### src/logic/isdp_regs_defs.vh
/*
 * register offsets, field positions, reset values and timing counts
 * for the irq shaping, dma start and power-down register group.
 * assumes a 40 MHz system clock.
 */
`ifndef ISDP_REGS_DEFS_VH
`define ISDP_REGS_DEFS_VH

`define ISDP_ADDR_W 16
`define ISDP_OFF_SHAPE 16'h0340
`define ISDP_OFF_DMA 16'h0344
`define ISDP_OFF_PWR 16'h0354

`define ISDP_SPACE_MSB 31
`define ISDP_SPACE_LSB 24
`define ISDP_PULSE_MSB 15
`define ISDP_PULSE_LSB 0
`define ISDP_SHAPE_RESET 32'h0000000F

`define ISDP_DMA_MSB 15
`define ISDP_DMA_LSB 0

`define ISDP_PWR_RESET 32'h03E81BA0
`define ISDP_WAKE_MSB 31
`define ISDP_WAKE_LSB 16
`define ISDP_P3PD_BIT 12
`define ISDP_P2PD_BIT 11
`define ISDP_BATDET_BIT 10
`define ISDP_BIAS_BIT 5
`define ISDP_VREG_BIT 4
`define ISDP_OC3_BIT 3
`define ISDP_OC2_BIT 2
`define ISDP_OC1_BIT 1
`define ISDP_CLKG_BIT 0

`define ISDP_CLK_HZ 40000000
`define ISDP_UFRAME_US 125
// cycle counts given directly: the product overflows 32-bit math
`define ISDP_UFRAME_CYC 16'h1388
`define ISDP_TICK_US 10
`define ISDP_TICK_CYC 16'h0190

`endif

### src/logic/isdp_ticker.v
/*
 * free-running tick generator: one-cycle pulse every PERIOD clocks.
 * assumes PERIOD of at least 2 and below 65536.
 */
`timescale 1ns/100ps
`default_nettype none
module isdp_ticker #(
  parameter [15:0] PERIOD = 16'h0010
) (
  input wire clk_sys, // system clock
  input wire resetn, // async reset, active low
  output reg tick_q // one-cycle tick
);
  reg [15:0] cnt_q;
  always @(posedge clk_sys or negedge resetn) begin
    if (!resetn) begin
      cnt_q <= 16'h0000;
      tick_q <= 1'b0;
    end else if (cnt_q == PERIOD - 16'h0001) begin
      cnt_q <= 16'h0000;
      tick_q <= 1'b1;
    end else begin
      cnt_q <= cnt_q + 16'h0001;
      tick_q <= 1'b0;
    end
  end
endmodule
`default_nettype wire

### src/logic/isdp_regs.v
/*
 * irq shaping, dma start address and power-down control registers,
 * with the edge interrupt pulse shaper and the wake-up window timer.
 * assumes a synchronous register port on clk_sys; event and wake
 * inputs come from logic on the same clock.
 * limitations: the gap counts free-running microframe ticks, so the
 * real gap may be up to one microframe short; reserved bits are
 * stored as written; a zero pulse length still gives one cycle.
 * leaving level mode drops the line unless an event fires in that cycle.
 */
// Summary of operation
// - byte 31:24 sets least edge irq gap
// - zero gap fires edge irq at once
// - gap applies in edge mode only
// - edge irq held pulse-cycles clocks long
// - pulse field resets to fifteen, rest zero
// - write-only dma start address, low 16
// - read-write power-down control register
// - upper half sets wake window, 10us ticks
// - pull-down bits connect port pull-downs
`timescale 1ns/100ps
`default_nettype none
`include "isdp_regs_defs.vh"
module isdp_regs (
  input wire clk_sys, // system clock, 40 MHz
  input wire resetn, // async reset, active low
  input wire reg_wr, // register write strobe
  input wire reg_rd, // register read strobe
  input wire [15:0] reg_addr, // register byte address
  input wire [31:0] reg_wdata, // write data
  output reg [31:0] reg_rdata_q, // read data, valid cycle after rd
  input wire irq_event, // qualifying interrupt event pulse
  input wire irq_level_mode, // 1 = level mode, 0 = edge mode
  input wire wake_event, // wake-up event pulse
  input wire suspend_req, // device is in suspend
  output reg irq_q, // interrupt output, active high
  output reg [15:0] dma_start_addr_q, // dma start address
  output reg dma_addr_load_q, // pulse: new dma address written
  output reg awake_q, // wake window open
  output reg third_port_pulldown_q, // port 3 pull-downs connected
  output reg second_port_pulldown_q, // port 2 pull-downs connected
  output reg battery_detector_power_q, // 1 = detector off in suspend
  output reg bias_circuit_on_q, // bias circuit enable
  output reg regulator_on_q, // regulator control
  output reg third_overcurrent_power_q, // overcurrent 3 power
  output reg second_overcurrent_power_q, // overcurrent 2 power
  output reg first_overcurrent_power_q, // overcurrent 1 power
  output reg core_clock_gate_q // core clock enable
);
  reg [31:0] shape_q;
  reg [31:0] pwr_q;
  reg [15:0] pulse_cnt_q;
  reg [7:0] gap_cnt_q;
  reg pending_q;
  reg [15:0] wake_cnt_q;
  wire uframe_tick;
  wire wake_tick;
  wire wr_shape;
  wire wr_dma;
  wire wr_pwr;
  wire [7:0] min_gap;
  wire [15:0] pulse_len;
  wire gap_busy;
  wire fire;
  wire [15:0] pulse_load;
  wire [15:0] wake_len;
  wire wake_start;

  isdp_ticker #(
    .PERIOD(`ISDP_UFRAME_CYC)
  ) u_uframe (
    .clk_sys(clk_sys),
    .resetn(resetn),
    .tick_q(uframe_tick)
  );

  isdp_ticker #(
    .PERIOD(`ISDP_TICK_CYC)
  ) u_wake_tick (
    .clk_sys(clk_sys),
    .resetn(resetn),
    .tick_q(wake_tick)
  );

  assign wr_shape = reg_wr && (reg_addr == `ISDP_OFF_SHAPE);
  assign wr_dma = reg_wr && (reg_addr == `ISDP_OFF_DMA);
  assign wr_pwr = reg_wr && (reg_addr == `ISDP_OFF_PWR);
  assign min_gap = shape_q[`ISDP_SPACE_MSB:`ISDP_SPACE_LSB];
  assign pulse_len = shape_q[`ISDP_PULSE_MSB:`ISDP_PULSE_LSB];
  // zero length still gives one cycle so no event is lost
  assign pulse_load = (pulse_len == 16'h0000) ? 16'h0001 : pulse_len;
  assign wake_len = pwr_q[`ISDP_WAKE_MSB:`ISDP_WAKE_LSB];
  // a zero window never opens, so the device stays asleep
  assign wake_start = wake_event && (wake_len != 16'h0000);

  // register storage; reserved bits stored as written since software
  // is expected to keep them at reset value
  always @(posedge clk_sys or negedge resetn) begin
    if (!resetn) begin
      shape_q <= `ISDP_SHAPE_RESET;
      pwr_q <= `ISDP_PWR_RESET;
      dma_start_addr_q <= 16'h0000;
      dma_addr_load_q <= 1'b0;
    end else begin
      // strobe lets the transfer engine reload its pointer
      dma_addr_load_q <= wr_dma;
      if (wr_shape) begin
        shape_q <= reg_wdata;
      end
      if (wr_pwr) begin
        pwr_q <= reg_wdata;
      end
      if (wr_dma) begin
        dma_start_addr_q <= reg_wdata[`ISDP_DMA_MSB:`ISDP_DMA_LSB];
      end
    end
  end

  // read path; dma start is write-only and reads as zero
  always @(posedge clk_sys or negedge resetn) begin
    if (!resetn) begin
      reg_rdata_q <= 32'h00000000;
    end else if (reg_rd) begin
      case (reg_addr)
        `ISDP_OFF_SHAPE: reg_rdata_q <= shape_q;
        `ISDP_OFF_PWR: reg_rdata_q <= pwr_q;
        `ISDP_OFF_DMA: reg_rdata_q <= 32'h00000000;
        default: reg_rdata_q <= 32'h00000000;
      endcase
    end
  end

  // decoded power controls straight from flops; they lag the
  // register by one cycle
  always @(posedge clk_sys or negedge resetn) begin
    if (!resetn) begin
      third_port_pulldown_q <= 1'b0;
      second_port_pulldown_q <= 1'b0;
      battery_detector_power_q <= 1'b0;
      bias_circuit_on_q <= 1'b0;
      regulator_on_q <= 1'b0;
      third_overcurrent_power_q <= 1'b0;
      second_overcurrent_power_q <= 1'b0;
      first_overcurrent_power_q <= 1'b0;
      core_clock_gate_q <= 1'b0;
    end else begin
      third_port_pulldown_q <= pwr_q[`ISDP_P3PD_BIT];
      second_port_pulldown_q <= pwr_q[`ISDP_P2PD_BIT];
      battery_detector_power_q <= pwr_q[`ISDP_BATDET_BIT];
      bias_circuit_on_q <= pwr_q[`ISDP_BIAS_BIT];
      regulator_on_q <= pwr_q[`ISDP_VREG_BIT];
      third_overcurrent_power_q <= pwr_q[`ISDP_OC3_BIT];
      second_overcurrent_power_q <= pwr_q[`ISDP_OC2_BIT];
      first_overcurrent_power_q <= pwr_q[`ISDP_OC1_BIT];
      core_clock_gate_q <= pwr_q[`ISDP_CLKG_BIT];
    end
  end

  // gap counts whole microframe ticks after each pulse start, so the
  // real gap may be up to one microframe short of a whole count
  // a spacing field cleared to zero releases held events at once
  assign gap_busy = (gap_cnt_q != 8'h00) && (min_gap != 8'h00) &&
    !irq_level_mode;
  assign fire = !irq_level_mode && (pulse_cnt_q == 16'h0000) &&
    !gap_busy && (irq_event || pending_q);

  always @(posedge clk_sys or negedge resetn) begin
    if (!resetn) begin
      irq_q <= 1'b0;
      pulse_cnt_q <= 16'h0000;
      gap_cnt_q <= 8'h00;
      pending_q <= 1'b0;
    end else if (irq_level_mode) begin
      // level mode: line follows held events, no spacing
      irq_q <= irq_event || pending_q;
      pending_q <= 1'b0;
      pulse_cnt_q <= 16'h0000;
      gap_cnt_q <= 8'h00;
    end else begin
      if (fire) begin
        pending_q <= 1'b0;
        pulse_cnt_q <= pulse_load;
        irq_q <= 1'b1;
        gap_cnt_q <= min_gap;
      end else begin
        if (irq_event) begin
          pending_q <= 1'b1;
        end
        // idle count also drops a line left high by level mode
        if (pulse_cnt_q <= 16'h0001) begin
          irq_q <= 1'b0;
        end
        if (pulse_cnt_q != 16'h0000) begin
          pulse_cnt_q <= pulse_cnt_q - 16'h0001;
        end
        if (uframe_tick && gap_cnt_q != 8'h00) begin
          gap_cnt_q <= gap_cnt_q - 8'h01;
        end
      end
    end
  end

  // wake window: counts 10us ticks after a wake event; zero never wakes
  always @(posedge clk_sys or negedge resetn) begin
    if (!resetn) begin
      wake_cnt_q <= 16'h0000;
      awake_q <= 1'b0;
    // leaving suspend closes the window at once
    end else if (!suspend_req) begin
      wake_cnt_q <= 16'h0000;
      awake_q <= 1'b0;
    end else if (wake_start) begin
      wake_cnt_q <= wake_len;
      awake_q <= 1'b1;
    end else if (wake_tick && wake_cnt_q != 16'h0000) begin
      wake_cnt_q <= wake_cnt_q - 16'h0001;
      awake_q <= (wake_cnt_q != 16'h0001);
    end
  end
endmodule
`default_nettype wire

### config.mk
export PLATFORM = sky130hd
export DESIGN_NAME = isdp_regs
export DESIGN_NICKNAME = d
export VERILOG_FILES = /design/src/logic/isdp_ticker.v /design/src/logic/isdp_regs.v
export VERILOG_INCLUDE_DIRS = /design/src /design/src/logic
export SDC_FILE = /design/constraint.sdc
export NUM_CORES = 1
export LEC_CHECK = 0
export BUFFER_PORTS_ARGS = -buffer_cell sky130_fd_sc_hd__clkbuf_2
export CORE_MARGIN = 2
export CORE_UTILIZATION = 40
export CTS_CLUSTER_DIAMETER = 100
export DETAILED_ROUTE_END_ITERATION = 7
export SLEW_MARGIN = 20
export SYNTH_ARGS = -nofsm -noshare
export SYNTH_HDL_FRONTEND = slang
export SYNTH_SLANG_ARGS = --single-unit
### constraint.sdc
create_clock -name clk_sys -period 2.6 [get_ports clk_sys]
set_input_delay 0.13 -clock clk_sys [delete_from_list [all_inputs] [get_ports clk_sys]]
set_output_delay 0.13 -clock clk_sys [all_outputs]
set_load 0.005 [all_outputs]
Word-level counts from Yosys, hierarchy flattened
Cells that the tools add are included.

Register bits: 199. Input bits: 56. Output and inout port bits: 60. Word-level logic and storage cells: 86.

Add/subtract/negate cells: 5. Order comparisons: 1. Equality and inequality tests: 7. Mux-type cells: 24. Reductions and logical operators: 25.

Operators by type and width (number): 16-bit 2-to-1 mux (9); 32-bit case mux with 2 select lines (1); 16-bit by 10-bit equality test with 1-bit output (second input constant) (3); 16-bit nonzero test (3); 16-bit by 1-bit adder with 16-bit output (second input constant) (2); 16-bit logical NOT (2); 16-bit by 1-bit subtractor with 16-bit output (second input constant) (2); 8-bit 2-to-1 mux (3); 16-bit by 13-bit equality test with 1-bit output (second input constant) (1); 16-bit by 9-bit equality test with 1-bit output (second input constant) (1); 16-bit by 1-bit <= comparator with 1-bit output (second input constant) (1); 16-bit by 1-bit != test with 1-bit output (second input constant) (1); 8-bit nonzero test (2); 3-bit nonzero test (4); 1-bit logical AND (11); 1-bit 2-to-1 mux (11); 8-bit by 1-bit subtractor with 8-bit output (second input constant) (1); 3-bit by 1-bit != test with 1-bit output (second input constant) (1); 1-bit logical NOT (2); 1-bit logical OR (1).

Longest topological paths before layout
Depth after elaboration: 8. Mapped depth: 9. Depth with buffers taken out: 7.

By module
A second synthesis with hierarchy kept.

Cell total of the unflattened synthesis: 776. Area total of the unflattened synthesis: 9085.0 um2.

Modules (own cells, without submodules): isdp_regs (instances 1, cells an instance 639, area an instance 7542.2 um2, seq. area each 4149.0 um2); isdp_ticker at u_wake_tick (instances 1, cells an instance 68, area an instance 772.0 um2, seq. area each 425.4 um2); isdp_ticker at u_uframe (instances 1, cells an instance 69, area an instance 770.7 um2, seq. area each 425.4 um2).

Worst setup path after synthesis
OpenSTA, ideal clock, no wires.

Path type: register to register. Start: register pulse_cnt_q[10]. End: register pulse_cnt_q[13]. Setup time: 127 ps. Data arrival time: 2222 ps. Required time: 2473 ps. Path slack: 251 ps. Cell stages (with the launch flop): 7. Buffers on the path: 1. Period minus slack after synthesis: 2349 ps. Cell sequence: dfrtp_1 or4_4 or4_1 a2111o_1 buf_4 nor2_1 a211oi_2.

Cells in the longest elaborated chain, start to end: 6. Elaborated cells on any way between the ends: 10. Those cells by class: 1 x add/sub; 3 x mux; 6 x reduce/logical.

Ends and longest elaborated chain: start, declared (RTL line isdp_regs.v:52) `reg [15:0] pulse_cnt_q;`; start signal, assigned (RTL line isdp_regs.v:182) `pulse_cnt_q <= pulse_load;`; start signal, assigned (RTL line isdp_regs.v:194) `pulse_cnt_q <= pulse_cnt_q - 16'h0001;`; branches (longest 6 deep; another with 16-bit by 1-bit subtractor with 16-bit output).

Several ways; the timed one is not identified. The select of a mux whose other input is x is not followed. A chain may end at the register's enable or synchronous reset.

Worst setup path after layout
Start: register pulse_cnt_q[10]. End: register pulse_cnt_q[7].

Cells in the longest elaborated chain, start to end: 6. Elaborated cells on any way between the ends: 8. Those cells by class: 2 x mux; 6 x reduce/logical.

Ends and longest elaborated chain: 16-bit logical NOT (RTL line isdp_regs.v:164) `assign fire = !irq_level_mode && (pulse_cnt_q == 16'h0000) &&`; 1-bit logical AND (2 in series) (RTL line isdp_regs.v:164); 1-bit logical AND (RTL line isdp_regs.v:165) `!gap_busy && (irq_event || pending_q);`; 16-bit 2-to-1 mux (RTL line isdp_regs.v:180) `if (fire) begin`; 16-bit 2-to-1 mux (RTL line isdp_regs.v:173) `end else if (irq_level_mode) begin`.

Parallel ways exist; a longest one is shown, timed or not.

==> summary.md <==
| Metric | Value |
|---|---|
| Status | finished clean |
| Overflow after GRT | 0 |
| Initial DRT Pass Iterations | 5 |
| Wirelength, routed | 20.15 mm |
| Share of cells above drive strength 1 | 0.3122 |
| Max Root-Sink Buffers | 2 |
| Post-Syn Instances | 757 |
| Global-route wire length before repair | 33.44 mm |
| Slew headroom | 0.4304 |
| Post-Syn Nets | 821 |
| Hold Fails Final Rpt | 0 |
| Hold crit path type | input pin to flop |
| F_max | 410.7 MHz |
| Setup bufs post-CTS | 0 |
| Antenna violations before repair | 0 |
| VDD IR max | 0.0004861 V |
| Most frequent cells after synthesis | 183 x dfrtp_1, 81 x mux2_2, 80 x nor2_1 |
| Vias in the first global route | 6,436 |
| Post-synth EDFFs | 0 |
| Initial Util | 0.4054 |
| Most common cell in the netlist | dfrtp_1 |
| Vias per cell | 5.242 |
| GRT Resource Usage Total | 0.1791 |
| Max-cap viol count | 0 |
| I/O Buffers | 115 |
| Area Overhead vs Synth | 22.00% |
| CP max stage delay | 0.58 ns |
| Residual DRC | 0 |
| Cell Rows | 54 |
| Mapped Avg Cell Area | 11.65 um^2 |
| Comb pwr share | 0.180 |
| Detail Route Antenna Nets | 0 |
| Clk_lat worst skew | 0.44 ns |
| CP top delay family | simple AND/OR/NAND/NOR gates |
| CTS tree | done |
| Synth top area share | 0.5192 |
| WHS | 0.04944 ns |
| Net Sw Power | 2.063 mW |
| Setup crit end kind | flop |
| Top_reg_cell synth | dfrtp_1 |
| Nets@finish | 980 |
| Async S/R FF share, synth | 1.000 |
| Setup Skew | 0.007709 ns |
| Yosys cell types | 56 |
| Worst-path clk slew | 0.07 ns |
| Final period util | 0.9364 |
| Cell Area, Placed | 9827 um^2 |
| CTS H-tree depth | 4 |
| Sequential Power Share | 0.466 |
| CP Class | flop to flop |
| RSZ-0062 raised after global routing | no |
| Final setup TNS | 0 ns |
| Synth warn | 0 |
| CP Data Arrival Time | 2.76 ns |
| Max stage delay cell, worst path | or4_4 |
| Total CTS buffers | 17 |
| Buf+Inv Stages, Crit Path | 1 |
| Area leader, netlist | dfrtp_1 |
| Max-slew violations | 0 |
| Final core utilization | 0.4946 |
| Worst Path Max Fanout | 12 |
| Net Sw Frac | 0.2842 |
| CP required | 2.92 ns |
| Die area | 23,250 um^2 |
| DR WL/cell | 16.67 um |
| PwrDens | 674.8 nW/um^2 |
| # setup viols final | 0 |
| Core area | 21,760 um^2 |
| Fin area | 10,760 um^2 |
| Clock Power Share | 0.354 |
| HPWL Detailed | 13.56 mm |
| Number of synthesized register bits | 199 |
| Critical path, cell by cell | or4_4 -> or4_1 -> a2111o_1 -> buf_4 -> nor2_1 -> a211oi_2 |
| Worst Tran Pin Value | 0.8544 ns |
| Place WS | 0.1225 ns |
| Die H | 152.5 um |
| Crit path time final | 2.435 ns |
| Initial DRC Count | 341 |
| Clk root buf | clkbuf_16 |
| GPL Wtd Cong | 0.8406 |
| Io pins | 116 |
| Setup ws final | 0.1654 ns |
| CP startpoint kind | flop |
| Vias | 6,337 |
| Die span in x | 152.5 um |
| Largest net degree at the start of global routing | 84 |
| Mapped Area | 8820 um^2 |
| # diodes | 0 |
| Static Leak | 5.074 nW |
| Clk sinks | 199 |
| Internal power | 5.197 mW |
| Register area share after synthesis | 0.5669 |
| Dominant cells by area after synthesis | dfrtp_1 52%, mux2_2 10%, dfstp_2 4.8% |
## path summary, 6_finish.rpt
path                                                   from                            endpoint  slack, ns  cells past startpoint
worst max-delay path            pulse_cnt_q[10]$_DFFE_PN0P_          pulse_cnt_q[7]$_DFFE_PN0P_       0.17                      6
worst min register to register        pwr_q[10]$_DFFE_PN0P_  battery_detector_power_q$_DFF_PN0_       0.41                      0
min in group asynchronous                            resetn             shape_q[23]$_DFFE_PN0P_       0.32                      2
max in group asynchronous                            resetn              shape_q[3]$_DFFE_PN1P_       1.47                      3
worst max register to register  pulse_cnt_q[10]$_DFFE_PN0P_          pulse_cnt_q[7]$_DFFE_PN0P_       0.17                      6
worst min-delay path                         irq_level_mode            gap_cnt_q[7]$_DFFE_PN0P_       0.05                      2
## cells in the final DEF (no fill, tap or decap), types with 13 or more instances in the layout
master,count
nor3_1,21
buf_4,21
nor4_1,21
o21ai_0,15
clkbuf_16,17
xor2_1,21
nor2_1,80
dfstp_2,16
nand4_1,15
a21oi_1,51
dlygate4sd3_1,35
inv_1,13
clkbuf_2,114
nand2_1,27
xnor2_1,38
a22oi_1,32
nand3_1,19
dfrtp_1,183
mux2_2,81
## through the flow
stage	power (mW)	cells
after floorplan	4.326	757
after global placement	4.691	1142
after detailed placement	4.698	1142
after CTS	7.338	1209
after global routing	7.627	1209
final	7.261	1209
## layout make-up
type                            count  area, um^2
Inverter                           13       48.80
Tap cell                          280       350.3
Clock inverter                     13       136.4
Timing Repair Buffer              174        1152
Sequential cell                   199        5000
Fill cell                        2023       11000
Clock buffer                       19       442.9
Multi-Input combinational cell    511        3630
## logic make-up (layout without fill, tap and decap cells)
group                      after synthesis  count (layout)  synth area share
adders and majority gates                8               8           0.01135
AOI/OAI and AO/OA                      131             131           0.09930
and+or+nand+nor                        229             229            0.1339
xor gates and xnor gates                59              59           0.05859
DFF                                    199             199            0.5669
muxes                                   84              84            0.1068
buffers and inverters                   47             219           0.02312
## sequential cells by signal, indices dropped and copies added (netlist names), 8 cells and up
signal / count
pwr_q: 32
reg_rdata_q: 32
shape_q: 32
dma_start_addr_q: 16
pulse_cnt_q: 16
u_uframe.cnt_q: 16
u_wake_tick.cnt_q: 16
wake_cnt_q: 16
gap_cnt_q: 8
## repair_timing
action                                  in CTS  in global routing
hold buffers                                35                  0
resized for setup                            0                  1
hold endpoints to repair                   156                  0
endpoints found under the setup margin       0                  1
## power groups by stage
stage	clock, mW	combinational, mW	sequential [mW]
after detailed placement	0	1.26	3.44
final	2.57	1.30	3.39
after global routing	2.76	1.46	3.41
after CTS	2.65	1.31	3.38
after floorplan	0	0.903	3.42
after global placement	0	1.25	3.44
## routing by layer
metal	global-route usage	wire (um)	vias to the layer above
met2	0.3057	10000	111
li1	-	-	3054
met1	0.2306	9231	3147
met3	0.03072	554	25
met5	0	0	-
met4	0.06526	363	0
Power figures use the tool's default switching activity.
